File: src/include/kwi_pkg.sv
package kwi_pkg;
	localparam int KWI_NPINS = 8;
	localparam int KWI_PIN_SIX = 6;
	// Register byte addresses on the Avalon-MM slave (word aligned)
	localparam logic [3:0] KWI_OFS_STATUS_CONTROL = 4'h0;
	localparam logic [3:0] KWI_OFS_PIN_ENABLE     = 4'h4;
	localparam logic [3:0] KWI_OFS_PORT_CONFIG    = 4'h8;
	// Status/control field positions
	localparam int KWI_BIT_SENSITIVITY = 0;
	localparam int KWI_BIT_MASK        = 1;
	localparam int KWI_BIT_ACK         = 2;
	localparam int KWI_BIT_PENDING     = 3;
	// Port configuration field positions
	localparam int KWI_BIT_OSC_SELECT  = 0;
	localparam int KWI_BIT_PIN_SIX_EN  = 1;
	localparam int KWI_BIT_BREAK_CLEAR = 2;
	// Reset values
	localparam logic [7:0] KWI_RST_ENABLE = 8'h00;
	localparam logic [7:0] KWI_RST_PORTCFG = 8'h00;
	localparam logic [31:0] KWI_RDATA_ZERO = 32'h00000000;
	// Keypad vector location pair, used by the CPU side
	localparam logic [15:0] KWI_VECTOR_HI = 16'hffe0;
	localparam logic [15:0] KWI_VECTOR_LO = 16'hffe1;

	typedef struct packed {
		logic [3:0]  address;
		logic        read;
		logic        write;
		logic [31:0] writedata;
		logic [3:0]  byteenable;
	} kwi_avl_req_t;

	typedef struct packed {
		logic [7:0] pinEnable;
		logic [7:0] portDirection;
		logic [7:0] portPullup;
	} kwi_port_cfg_t;
endpackage

File: src/hdl/keypad_wake_interrupt.sv
// Overview of operation
// Eight keypad inputs, each enabled or disabled independently.
// An enabled keypad pin has its pull-up on regardless of port pull-up bits.
// Latch request when an enabled pin falls after all enabled pins were high.
// Edge mode: a fall is ignored while another enabled pin is low.
// Level mode: request stays while any enabled pin is low.
// Level mode: clears after acknowledge and all pins high, either order.
// Acknowledge comes from vector fetch or software writing the acknowledge bit.
// Acknowledge does not block later edges; a new fall latches again.
// Unmasked request makes CPU fetch the keypad vector pair.
// Edge mode: acknowledge clears the latch at once regardless of pins.
// Reset clears request and sensitivity bit even with a pin low.
// Read-only pending flag shows request, independent of mask; reset clears.
// Acknowledge bit is write-only, reads zero, stores nothing.
// Mask bit set stops requests reaching the CPU; reset clears it.
// Sensitivity bit: 1 edges plus levels, 0 edges only.
// Pin-enable bit 1 enables its pin; reset clears the register.
// Keypad enable forces the pin to input, overriding direction.
// Logic runs in wait and stop; unmasked request wakes the processor.
// In break, software acknowledge ignored unless break-clear enabled.
// Software should mask, enable, acknowledge, then unmask.
// Software may alternatively drive pins high as outputs first.
// Keypad input six usable only with RC oscillator and pin-six enable set.
// Synchronise pins, AND enabled pins, detect its falling edge.
`timescale 1ns/1ps
`default_nettype none
module keypad_wake_interrupt
	import kwi_pkg::*;
#(
	parameter int NPINS = KWI_NPINS
) (
	input  wire logic             mclk,
	input  wire logic             rst_n,
	input  wire logic [3:0]       avs_address,
	input  wire logic             avs_read,
	input  wire logic             avs_write,
	input  wire logic [31:0]      avs_writedata,
	input  wire logic [3:0]       avs_byteenable,
	output logic      [31:0]      avs_readdata,
	output logic                  avs_waitrequest,
	input  wire logic [NPINS-1:0] keypadInputs,
	input  wire logic [NPINS-1:0] portDirectionBits,
	input  wire logic [NPINS-1:0] portPullupEnable,
	input  wire logic             vectorFetch,
	input  wire logic             breakState,
	output logic                  cpuIrq,
	output logic                  wakeRequest,
	output logic      [NPINS-1:0] pullupOn,
	output logic      [NPINS-1:0] directionOut
);
	//--------------------------------------------------------------
	// Bus slave
	//--------------------------------------------------------------
	kwi_avl_req_t req;
	logic         accept;
	logic         acceptWrite;
	logic         waitComb;

	always_comb begin
		req.address = avs_address;
		req.read = avs_read;
		req.write = avs_write;
		req.writedata = avs_writedata;
		req.byteenable = avs_byteenable;
	end

	kwi_avl_slave u_slave (
		.mclk        (mclk),
		.rst_n       (rst_n),
		.req         (req),
		.waitrequest (waitComb),
		.accept      (accept),
		.acceptWrite (acceptWrite)
	);

	// Registered answer: low only in the cycle in which a request is taken,
	// high while idle, so a held request always sees one wait state
	always_ff @(posedge mclk) begin
		if (!rst_n) begin
			avs_waitrequest <= 1'b1;
		end else begin
			avs_waitrequest <= !waitComb;
		end
	end

	//--------------------------------------------------------------
	// Registers
	//--------------------------------------------------------------
	logic [NPINS-1:0] pinEnable;
	logic             sensitivity;
	logic             keypadMask;
	logic             oscSelect;
	logic             pinSixEn;
	logic             breakClearEn;
	logic             wrLow;
	logic             wrStatus;
	logic             wrEnable;
	logic             wrConfig;

	always_comb begin
		wrLow = acceptWrite && avs_byteenable[0];
		wrStatus = wrLow && (avs_address == KWI_OFS_STATUS_CONTROL);
		wrEnable = wrLow && (avs_address == KWI_OFS_PIN_ENABLE);
		wrConfig = wrLow && (avs_address == KWI_OFS_PORT_CONFIG);
	end

	always_ff @(posedge mclk) begin
		if (!rst_n) begin
			pinEnable <= NPINS'(KWI_RST_ENABLE);
		end else if (wrEnable) begin
			pinEnable <= avs_writedata[NPINS-1:0];
		end
	end

	always_ff @(posedge mclk) begin
		if (!rst_n) begin
			sensitivity <= 1'b0;
			keypadMask <= 1'b0;
		end else if (wrStatus) begin
			sensitivity <= avs_writedata[KWI_BIT_SENSITIVITY];
			keypadMask <= avs_writedata[KWI_BIT_MASK];
		end
	end

	always_ff @(posedge mclk) begin
		if (!rst_n) begin
			oscSelect <= KWI_RST_PORTCFG[KWI_BIT_OSC_SELECT];
			pinSixEn <= KWI_RST_PORTCFG[KWI_BIT_PIN_SIX_EN];
			breakClearEn <= KWI_RST_PORTCFG[KWI_BIT_BREAK_CLEAR];
		end else if (wrConfig) begin
			oscSelect <= avs_writedata[KWI_BIT_OSC_SELECT];
			pinSixEn <= avs_writedata[KWI_BIT_PIN_SIX_EN];
			breakClearEn <= avs_writedata[KWI_BIT_BREAK_CLEAR];
		end
	end

	//--------------------------------------------------------------
	// Pin qualification and edge detect
	//--------------------------------------------------------------
	logic [NPINS-1:0] pinSync;
	logic [NPINS-1:0] effEnable;
	logic             allHigh;
	logic             allHighPrev;
	logic             fallEvent;
	logic             anyLow;

	kwi_sync #(.WIDTH(NPINS)) u_sync (
		.mclk   (mclk),
		.rst_n  (rst_n),
		.async  (keypadInputs),
		.synced (pinSync)
	);

	always_comb begin
		effEnable = pinEnable;
		// RC oscillator is select value 0; otherwise pin six is the crystal
		if (oscSelect || !pinSixEn) begin
			effEnable[KWI_PIN_SIX] = 1'b0;
		end
		allHigh = &(pinSync | ~effEnable);
		anyLow = !allHigh;
		// One AND of all enabled pins: a fall while another is low is no event
		fallEvent = allHighPrev && !allHigh;
	end

	always_ff @(posedge mclk) begin
		if (!rst_n) begin
			allHighPrev <= 1'b1;
		end else begin
			allHighPrev <= allHigh;
		end
	end

	//--------------------------------------------------------------
	// Request latch
	//--------------------------------------------------------------
	logic swAck;
	logic ack;
	logic latch;
	logic request;

	always_comb begin
		swAck = wrStatus && avs_writedata[KWI_BIT_ACK] && (!breakState || breakClearEn);
		ack = swAck || vectorFetch;
	end

	// A new fall wins over a simultaneous acknowledge so it is not lost
	always_ff @(posedge mclk) begin
		if (!rst_n) begin
			latch <= 1'b0;
		end else if (fallEvent) begin
			latch <= 1'b1;
		end else if (ack) begin
			latch <= 1'b0;
		end
	end

	// Level mode: the acknowledge clears the latch while the low level keeps
	// the request up, so acknowledge and release may come in either order
	always_comb begin
		// Edge mode uses the latch alone; level mode adds the low level
		request = latch || (sensitivity && anyLow);
	end

	//--------------------------------------------------------------
	// Outputs
	//--------------------------------------------------------------
	logic pendingFlag;
	always_ff @(posedge mclk) begin
		if (!rst_n) begin
			pendingFlag <= 1'b0;
			cpuIrq <= 1'b0;
			wakeRequest <= 1'b0;
		end else begin
			pendingFlag <= request;
			cpuIrq <= request && !keypadMask;
			wakeRequest <= request && !keypadMask;
		end
	end

	always_ff @(posedge mclk) begin
		if (!rst_n) begin
			pullupOn <= '0;
			directionOut <= '0;
		end else begin
			pullupOn <= portPullupEnable | effEnable;
			directionOut <= portDirectionBits & ~effEnable;
		end
	end

	always_ff @(posedge mclk) begin
		if (!rst_n) begin
			avs_readdata <= KWI_RDATA_ZERO;
		end else if (waitComb && avs_read) begin
			avs_readdata <= KWI_RDATA_ZERO;
			unique case (avs_address)
				KWI_OFS_STATUS_CONTROL: begin
					avs_readdata[KWI_BIT_SENSITIVITY] <= sensitivity;
					avs_readdata[KWI_BIT_MASK] <= keypadMask;
					avs_readdata[KWI_BIT_ACK] <= 1'b0;
					avs_readdata[KWI_BIT_PENDING] <= pendingFlag;
				end
				KWI_OFS_PIN_ENABLE: begin
					avs_readdata[NPINS-1:0] <= pinEnable;
				end
				KWI_OFS_PORT_CONFIG: begin
					avs_readdata[KWI_BIT_OSC_SELECT] <= oscSelect;
					avs_readdata[KWI_BIT_PIN_SIX_EN] <= pinSixEn;
					avs_readdata[KWI_BIT_BREAK_CLEAR] <= breakClearEn;
				end
				default: begin
					avs_readdata <= KWI_RDATA_ZERO;
				end
			endcase
		end
	end
endmodule
`default_nettype wire

File: src/hdl/kwi_sync.sv
`timescale 1ns/1ps
`default_nettype none
module kwi_sync
	import kwi_pkg::*;
#(
	parameter int WIDTH = 8
) (
	input  wire logic             mclk,
	input  wire logic             rst_n,
	input  wire logic [WIDTH-1:0] async,
	output logic      [WIDTH-1:0] synced
);
	logic [WIDTH-1:0] stage1;

	// Released pins read high, matching the pull-up at rest
	always_ff @(posedge mclk) begin
		if (!rst_n) begin
			stage1 <= '1;
			synced <= '1;
		end else begin
			stage1 <= async;
			synced <= stage1;
		end
	end
endmodule
`default_nettype wire

File: src/hdl/kwi_avl_slave.sv
`timescale 1ns/1ps
`default_nettype none
module kwi_avl_slave
	import kwi_pkg::*;
(
	input  wire logic         mclk,
	input  wire logic         rst_n,
	input  wire kwi_avl_req_t req,
	output logic              waitrequest,
	output logic              accept,
	output logic              acceptWrite
);
	// One wait state: every access answers on the second edge it is held
	logic pending;

	always_ff @(posedge mclk) begin
		if (!rst_n) begin
			pending <= 1'b0;
		end else if (pending) begin
			pending <= 1'b0;
		end else if (req.read || req.write) begin
			pending <= 1'b1;
		end
	end

	always_comb begin
		waitrequest = (req.read || req.write) && !pending;
		accept = pending && (req.read || req.write);
		acceptWrite = pending && req.write;
	end
endmodule
`default_nettype wire

File: config.mk
export PLATFORM = sky130hd
export DESIGN_NAME = keypad_wake_interrupt
export DESIGN_NICKNAME = d
export VERILOG_FILES = /design/src/include/kwi_pkg.sv /design/src/hdl/keypad_wake_interrupt.sv /design/src/hdl/kwi_sync.sv /design/src/hdl/kwi_avl_slave.sv
export SDC_FILE = /design/constraint.sdc
export NUM_CORES = 1
export LEC_CHECK = 0
export BUFFER_PORTS_ARGS = -buffer_cell sky130_fd_sc_hd__buf_2
export CAP_MARGIN = 20
export CORE_MARGIN = 2
export CORE_UTILIZATION = 35
export DETAILED_ROUTE_END_ITERATION = 8
export PLACE_DENSITY = 0.73
export SLEW_MARGIN = 20
export SYNTH_ARGS = -nofsm -noshare
export SYNTH_HDL_FRONTEND = slang
export SYNTH_SLANG_ARGS = --single-unit
File: constraint.sdc
create_clock -name mclk -period 1.8 [get_ports mclk]
set_input_delay 0.36 -clock mclk [delete_from_list [all_inputs] [get_ports mclk]]
set_output_delay 0.36 -clock mclk [all_outputs]
set_load 0.1 [all_outputs]
==> summary.txt, run 1 <==
Max Cap Viol: 0
number of global-route vias before repair: 1587
fmax: 0.676 GHz
critical-path maximum fanout: 2
CP bufs+invs: 1
worst path arrival time: 1120 ps
Reg2Reg Launch Point: u_slave.pending$_SDFF_PP0_
Lkg Pwr: 1.28 nW
CP Capture Type: primary output
post-CTS setup buffers: 0
Tcrit/Tclk final: 82.2%
leading cell type in the layout, fill and taps excluded: buf_2
Slew Viols, Final: 0
busiest grt layer: met2
fraction of layout cells with a size suffix above 1: 31.5%
Clock Skew: 9.05 ps
TritonCTS clock tree: built
maximum vdd drop: 0.544 mV
remaining antenna violation count: 0
reg-to-reg slack, setup: 390 ps
die area: 7080 sq um
sequential area share after synthesis: 52.6%
RSZ-0062 raised after global routing: no
clk buf depth: 2
mean routed wirelength per cell: 12.1 microns
Clock Power Share: 43.7%
Worst Setup EP: avs_readdata[5]
TritonRoute pass-1 iters: 4
DR vias/cell: 4.37
first-pass GRT wire length: 7440 microns
gr usage total: 13.6%
top_reg_cell synth: dfxtp_1
EDFF count, synth: 0
internal power: 2.35 mW
diode count: 0
Root Driver: clkbuf_8
Largest stage delay, worst path: 430 ps
NetSw: 993 uW
I/O Pins: 121
run status: finished, final reports clean
Netlist cell types: 32
Async SR Flop Fraction: 0%
critical path launch point: avs_readdata[5]$_SDFFE_PN0P_
Area growth, synth to finish: 26.1%
Flop pwr share: 40.6%
DRC viols: 0
fin crit period: 1480 ps
Net Sw Frac: 29.7%
post_cts resized: 0
initial antenna violation count: 0
Power Density: 1180 nW/um^2
class of the worst hold path: in -> reg
Comb power frac: 15.7%
Detail Placement HPWL: 3430 microns
number of hold buffers added after cts: 0
die height: 84.1 microns
Largest delay share family, worst path: buffers and inverters
crit-path cells: buf_2
gpl congestion: 0.832
Crit path depth: 1
Starting Density: 35.8%
reg2reg path depth: 5
CP startpoint kind: register
clk_lat worst skew: 350 ps
drt initial violations: 72
CTS buffer count: 9
Post-Syn Area: 2250 sq um
setup_tns: 0 ps
fin cells: 382
Hold Path Stages: 2
GRT met3 Usage: 4.35%
number of synthesized register bits: 59
GRT met2 Usage: 21.9%
I/O Buffers: 69
setup violators final: 0
most frequent cells in the layout: buf_2 (69), dfxtp_1 (59), conb_1 (24)
largest net degree at the start of global routing: 31
Hold Violations, Final: 0
Crit path required time: 1440 ps
critical path class: reg -> out
Cell Count Post-Placement: 366
Die Width: 84.1 microns
Reg clk slew, reported paths: 70 ps
final wirelength: 4610 microns
core area: 6280 sq um
Synth Warn #: 0
CTS Sinks: 59
row cnt: 29
gr ovfl total: 0
Syn Area/Cell: 9.99 sq um
H-tree Lvls: 3
RR Endpoint: pinEnable[5]$_SDFFE_PN0P_
CP max-delay cell: buf_2
vias: 1668
Cells after Synth: 225
# nets final: 370
met1 GRT Util: 15.9%
routing by layer:
layer  up-vias  part of all wire (%)
li1        846                     -
met1       742                    43
met2        68                    47
met3        12                   7.5
met4         0                   2.4
met5         -                     0
stage by stage:
step	hold WS (ps)	setup WS (ps)	power, mW	utilization (%)	cell area (sq um)
floorplan	386	83.8	1.86	-	2330
global placement	394	188	1.91	41.3	2590
detailed placement	392	178	1.91	41.3	2590
CTS	184	312	3.37	45.1	2830
global route	188	237	3.45	45.1	2830
finish	195	320	3.34	45.1	2830
area by class of cell:
cell class / instances / area [sq um]
clock inverters: 7 / 116
inverters: 9 / 33.8
repair buffers: 75 / 390
flip-flops and latches: 59 / 1180
multi-input cells: 146 / 892
clock buffers: 9 / 124
well taps: 77 / 96.3
fillers: 632 / 3440
worst min-delay path by stage:
stage / from / to / slack [ps]
3_5_place_dp: u_sync.stage1[7]$_SDFF_PN1_ / u_sync.synced[7]$_SDFF_PN1_ / 390
4_1_cts: keypadInputs[1] / u_sync.stage1[1]$_SDFF_PN1_ / 180
6_report: keypadInputs[1] / u_sync.stage1[1]$_SDFF_PN1_ / 200
5_1_grt: keypadInputs[0] / u_sync.stage1[0]$_SDFF_PN1_ / 190
3_3_place_gp: u_sync.stage1[0]$_SDFF_PN1_ / u_sync.synced[0]$_SDFF_PN1_ / 390
2_1_floorplan: u_sync.stage1[0]$_SDFF_PN1_ / u_sync.synced[0]$_SDFF_PN1_ / 390
logic make-up (layout without fill, tap and decap cells):
family | after synthesis | in the layout | share of synthesized area (%)
mux | 13 | 13 | 5.90
buf+inv | 43 | 100 | 11.6
simple gates | 76 | 76 | 19.9
other cells | 1 | 24 | 0.167
compound gates | 33 | 33 | 9.91
flops | 59 | 59 | 52.6
synth_stat cells (all sizes together) (2+ instances only):
library cell	instances	area [sq um]
mux2	2	22.5
a21boi	5	37.5
nand3	10	50.1
nand2b	20	125
a22oi	2	15.0
nor3	2	10.0
inv	9	33.8
and3	5	31.3
clkbuf	7	26.3
o22ai	3	18.8
o21ai	4	20.0
nor2	6	22.5
nand2	11	41.3
a21oi	7	35.0
mux2i	11	110
buf	27	200
nor2b	15	93.8
nand3b	2	15.0
dfxtp	59	1180
o21a	7	52.6
power groups by stage:
stage | Clock (mW) | Combinational, mW | Sequential (mW)
finish | 1.46 | 0.525 | 1.35
CTS | 1.48 | 0.528 | 1.36
floorplan | 0 | 0.324 | 1.54
global placement | 0 | 0.524 | 1.38
global route | 1.54 | 0.547 | 1.36
detailed placement | 0 | 0.527 | 1.38
flip-flops by register name, indices dropped and copies added (netlist names):
signal,count
u_sync.stage1,8
u_slave.pending,1
oscSelect,1
wakeRequest,1
directionOut,8
pullupOn,8
pinEnable,8
breakClearEn,1
avs_waitrequest,1
allHighPrev,1
avs_readdata,8
sensitivity,1
u_sync.synced,8
pendingFlag,1
latch,1
pinSixEn,1
keypadMask,1
Note: power is estimated with default switching activity, not from simulation.
==> inputs of run 2 (changes only) <==
- clock period: 1.8 -> 1.48 ns (I/O delays scaled with it)
==> summary.txt, run 2 (same netlist as run 1, synthesis figures left out) <==
fin crit period: 1400 ps
Reg clk slew, reported paths: 70 ps (about the same)
run status: finished, final reports clean
TritonRoute pass-1 iters: 4 (unchanged)
Starting Density: 35.8% (unchanged)
TritonCTS clock tree: built
CP bufs+invs: 1 (unchanged)
gr ovfl total: 0 (unchanged)
initial antenna violation count: 0 (unchanged)
I/O Buffers: 69 (unchanged)
Lkg Pwr: 1.30 nW (+1.5%)
GRT met2 Usage: 22.4% (+0.43 points)
Cell Count Post-Placement: 373 (+1.9%)
Die Width: 84.1 microns (unchanged)
post-route design area: 2850 sq um (+0.57%)
final wirelength: 4670 microns (+1.4%)
pre-CTS setup slack: 12.3 ps (-166 ps)
Hold Slack: 138 ps (-57.2 ps)
Max Cap Viol: 0 (unchanged)
Power Total: 3.76 mW (+13%)
setup_tns: 0 ps (unchanged)
core area: 6280 sq um (unchanged)
setup violators final: 0 (unchanged)
most frequent cells in the layout: buf_2 (69), dfxtp_1 (58), conb_1 (24)
fin cells: 389 (+1.8%)
diode count: 0 (unchanged)
Power Density: 1320 nW/um^2 (+12%)
H-tree Lvls: 3 (unchanged)
worst path arrival time: 1100 ps (-20 ps)
RSZ-0062 raised after global routing: no
clk_lat worst skew: 340 ps (about the same)
maximum vdd drop: 0.600 mV (+10%)
fin util: 45.4% (+0.26 points)
gr usage total: 14.0% (+0.41 points)
Clock Skew: 9.97 ps (+0.925 ps)
Tcrit/Tclk final: 94.6%
CTS Sinks: 59 (unchanged)
clk buf depth: 2 (unchanged)
Root Driver: clkbuf_8
row cnt: 29 (unchanged)
largest net degree at the start of global routing: 21 (-32%)
Crit path depth: 1 (unchanged)
CTS buffer count: 9 (unchanged)
critical path class: reg -> out
vias: 1679 (+0.66%)
drt initial violations: 68 (-5.6%)
crit-path cells: buf_2
# nets final: 377 (+1.9%)
fraction of layout cells with a size suffix above 1: 33.3% (+1.9 points)
die height: 84.1 microns (unchanged)
post_cts resized: 0 (unchanged)
GRT met3 Usage: 4.45% (+0.099 points)
met1 GRT Util: 16.5% (+0.61 points)
Hold Violations, Final: 0 (unchanged)
multi-input logic area: 892 sq um (unchanged)
DRC viols: 0 (unchanged)
number of hold buffers added after cts: 0 (unchanged)
remaining antenna violation count: 0 (unchanged)
Area after DPL: 2650 sq um (+2.1%)
gpl congestion: 0.856 (+2.8%)
reg2reg path depth: 4 (-1)
register area: 1180 sq um (+0.11%)
Hold Path Stages: 2 (unchanged)
Slew Viols, Final: 0 (unchanged)
post-CTS setup buffers: 0 (unchanged)
busiest grt layer: met2
Detail Placement HPWL: 3590 microns (+4.8%)
fin worst setup slack: 79.9 ps (-241 ps)
leading cell type in the layout, fill and taps excluded: buf_2
fmax: 0.714 GHz
mean routed wirelength per cell: 12.0 microns (-0.46%)
class of the worst hold path: in -> reg
CP startpoint kind: register
Area growth, synth to finish: 26.8%
CP max-delay cell: buf_2
Crit path required time: 1180 ps (-260 ps)
Largest delay share family, worst path: buffers and inverters
die area: 7080 sq um (unchanged)
DR vias/cell: 4.32 (-1.2%)
number of fill cells: 602 (-4.7%)
CP Capture Type: primary output
critical-path maximum fanout: 2 (unchanged)
number of global-route vias before repair: 1577 (-0.63%)
I/O Pins: 121 (unchanged)
first-pass GRT wire length: 7530 microns (+1.2%)
Largest stage delay, worst path: 430 ps (about the same)
-- run 2: where the power goes --
group / total (mW) / leakage (nW) / switching, mW / internal (mW)
Combinational: 0.650 / 0.710 / 0.539 / 0.110
Sequential: 1.65 / 0.485 / 0.0118 / 1.64
Clock: 1.47 / 0.102 / 0.645 / 0.822
Total: 3.76 / 1.30 / 1.20 / 2.57
-- run 2: worst paths after layout --
path | from | end | slack [ps]
max | avs_readdata[5]$_SDFFE_PN0P_ | avs_readdata[5] | 80
max reg2reg | u_slave.pending$_SDFF_PP0_ | latch$_SDFFE_PN0P_ | 220
min | keypadInputs[5] | u_sync.stage1[5]$_SDFF_PN1_ | 140
min reg2reg | u_sync.stage1[7]$_SDFF_PN1_ | u_sync.synced[7]$_SDFF_PN1_ | 410
-- run 2: layout make-up --
type | count | share of cell area (%)
Timing Repair Buffer | 82 | 15.5
Sequential cell | 59 | 41.5
Clock inverter | 6 | 2.28
Clock buffer | 10 | 4.83
Inverter | 9 | 1.19
Tap cell | 77 | 3.38
Multi-Input combinational cell | 146 | 31.3
-- run 2: layer usage --
layer	up-vias	share of wire (%)
met1	747	43
met2	58	48
met3	9	6.9
met5	-	0
met4	0	2.1
li1	865	-
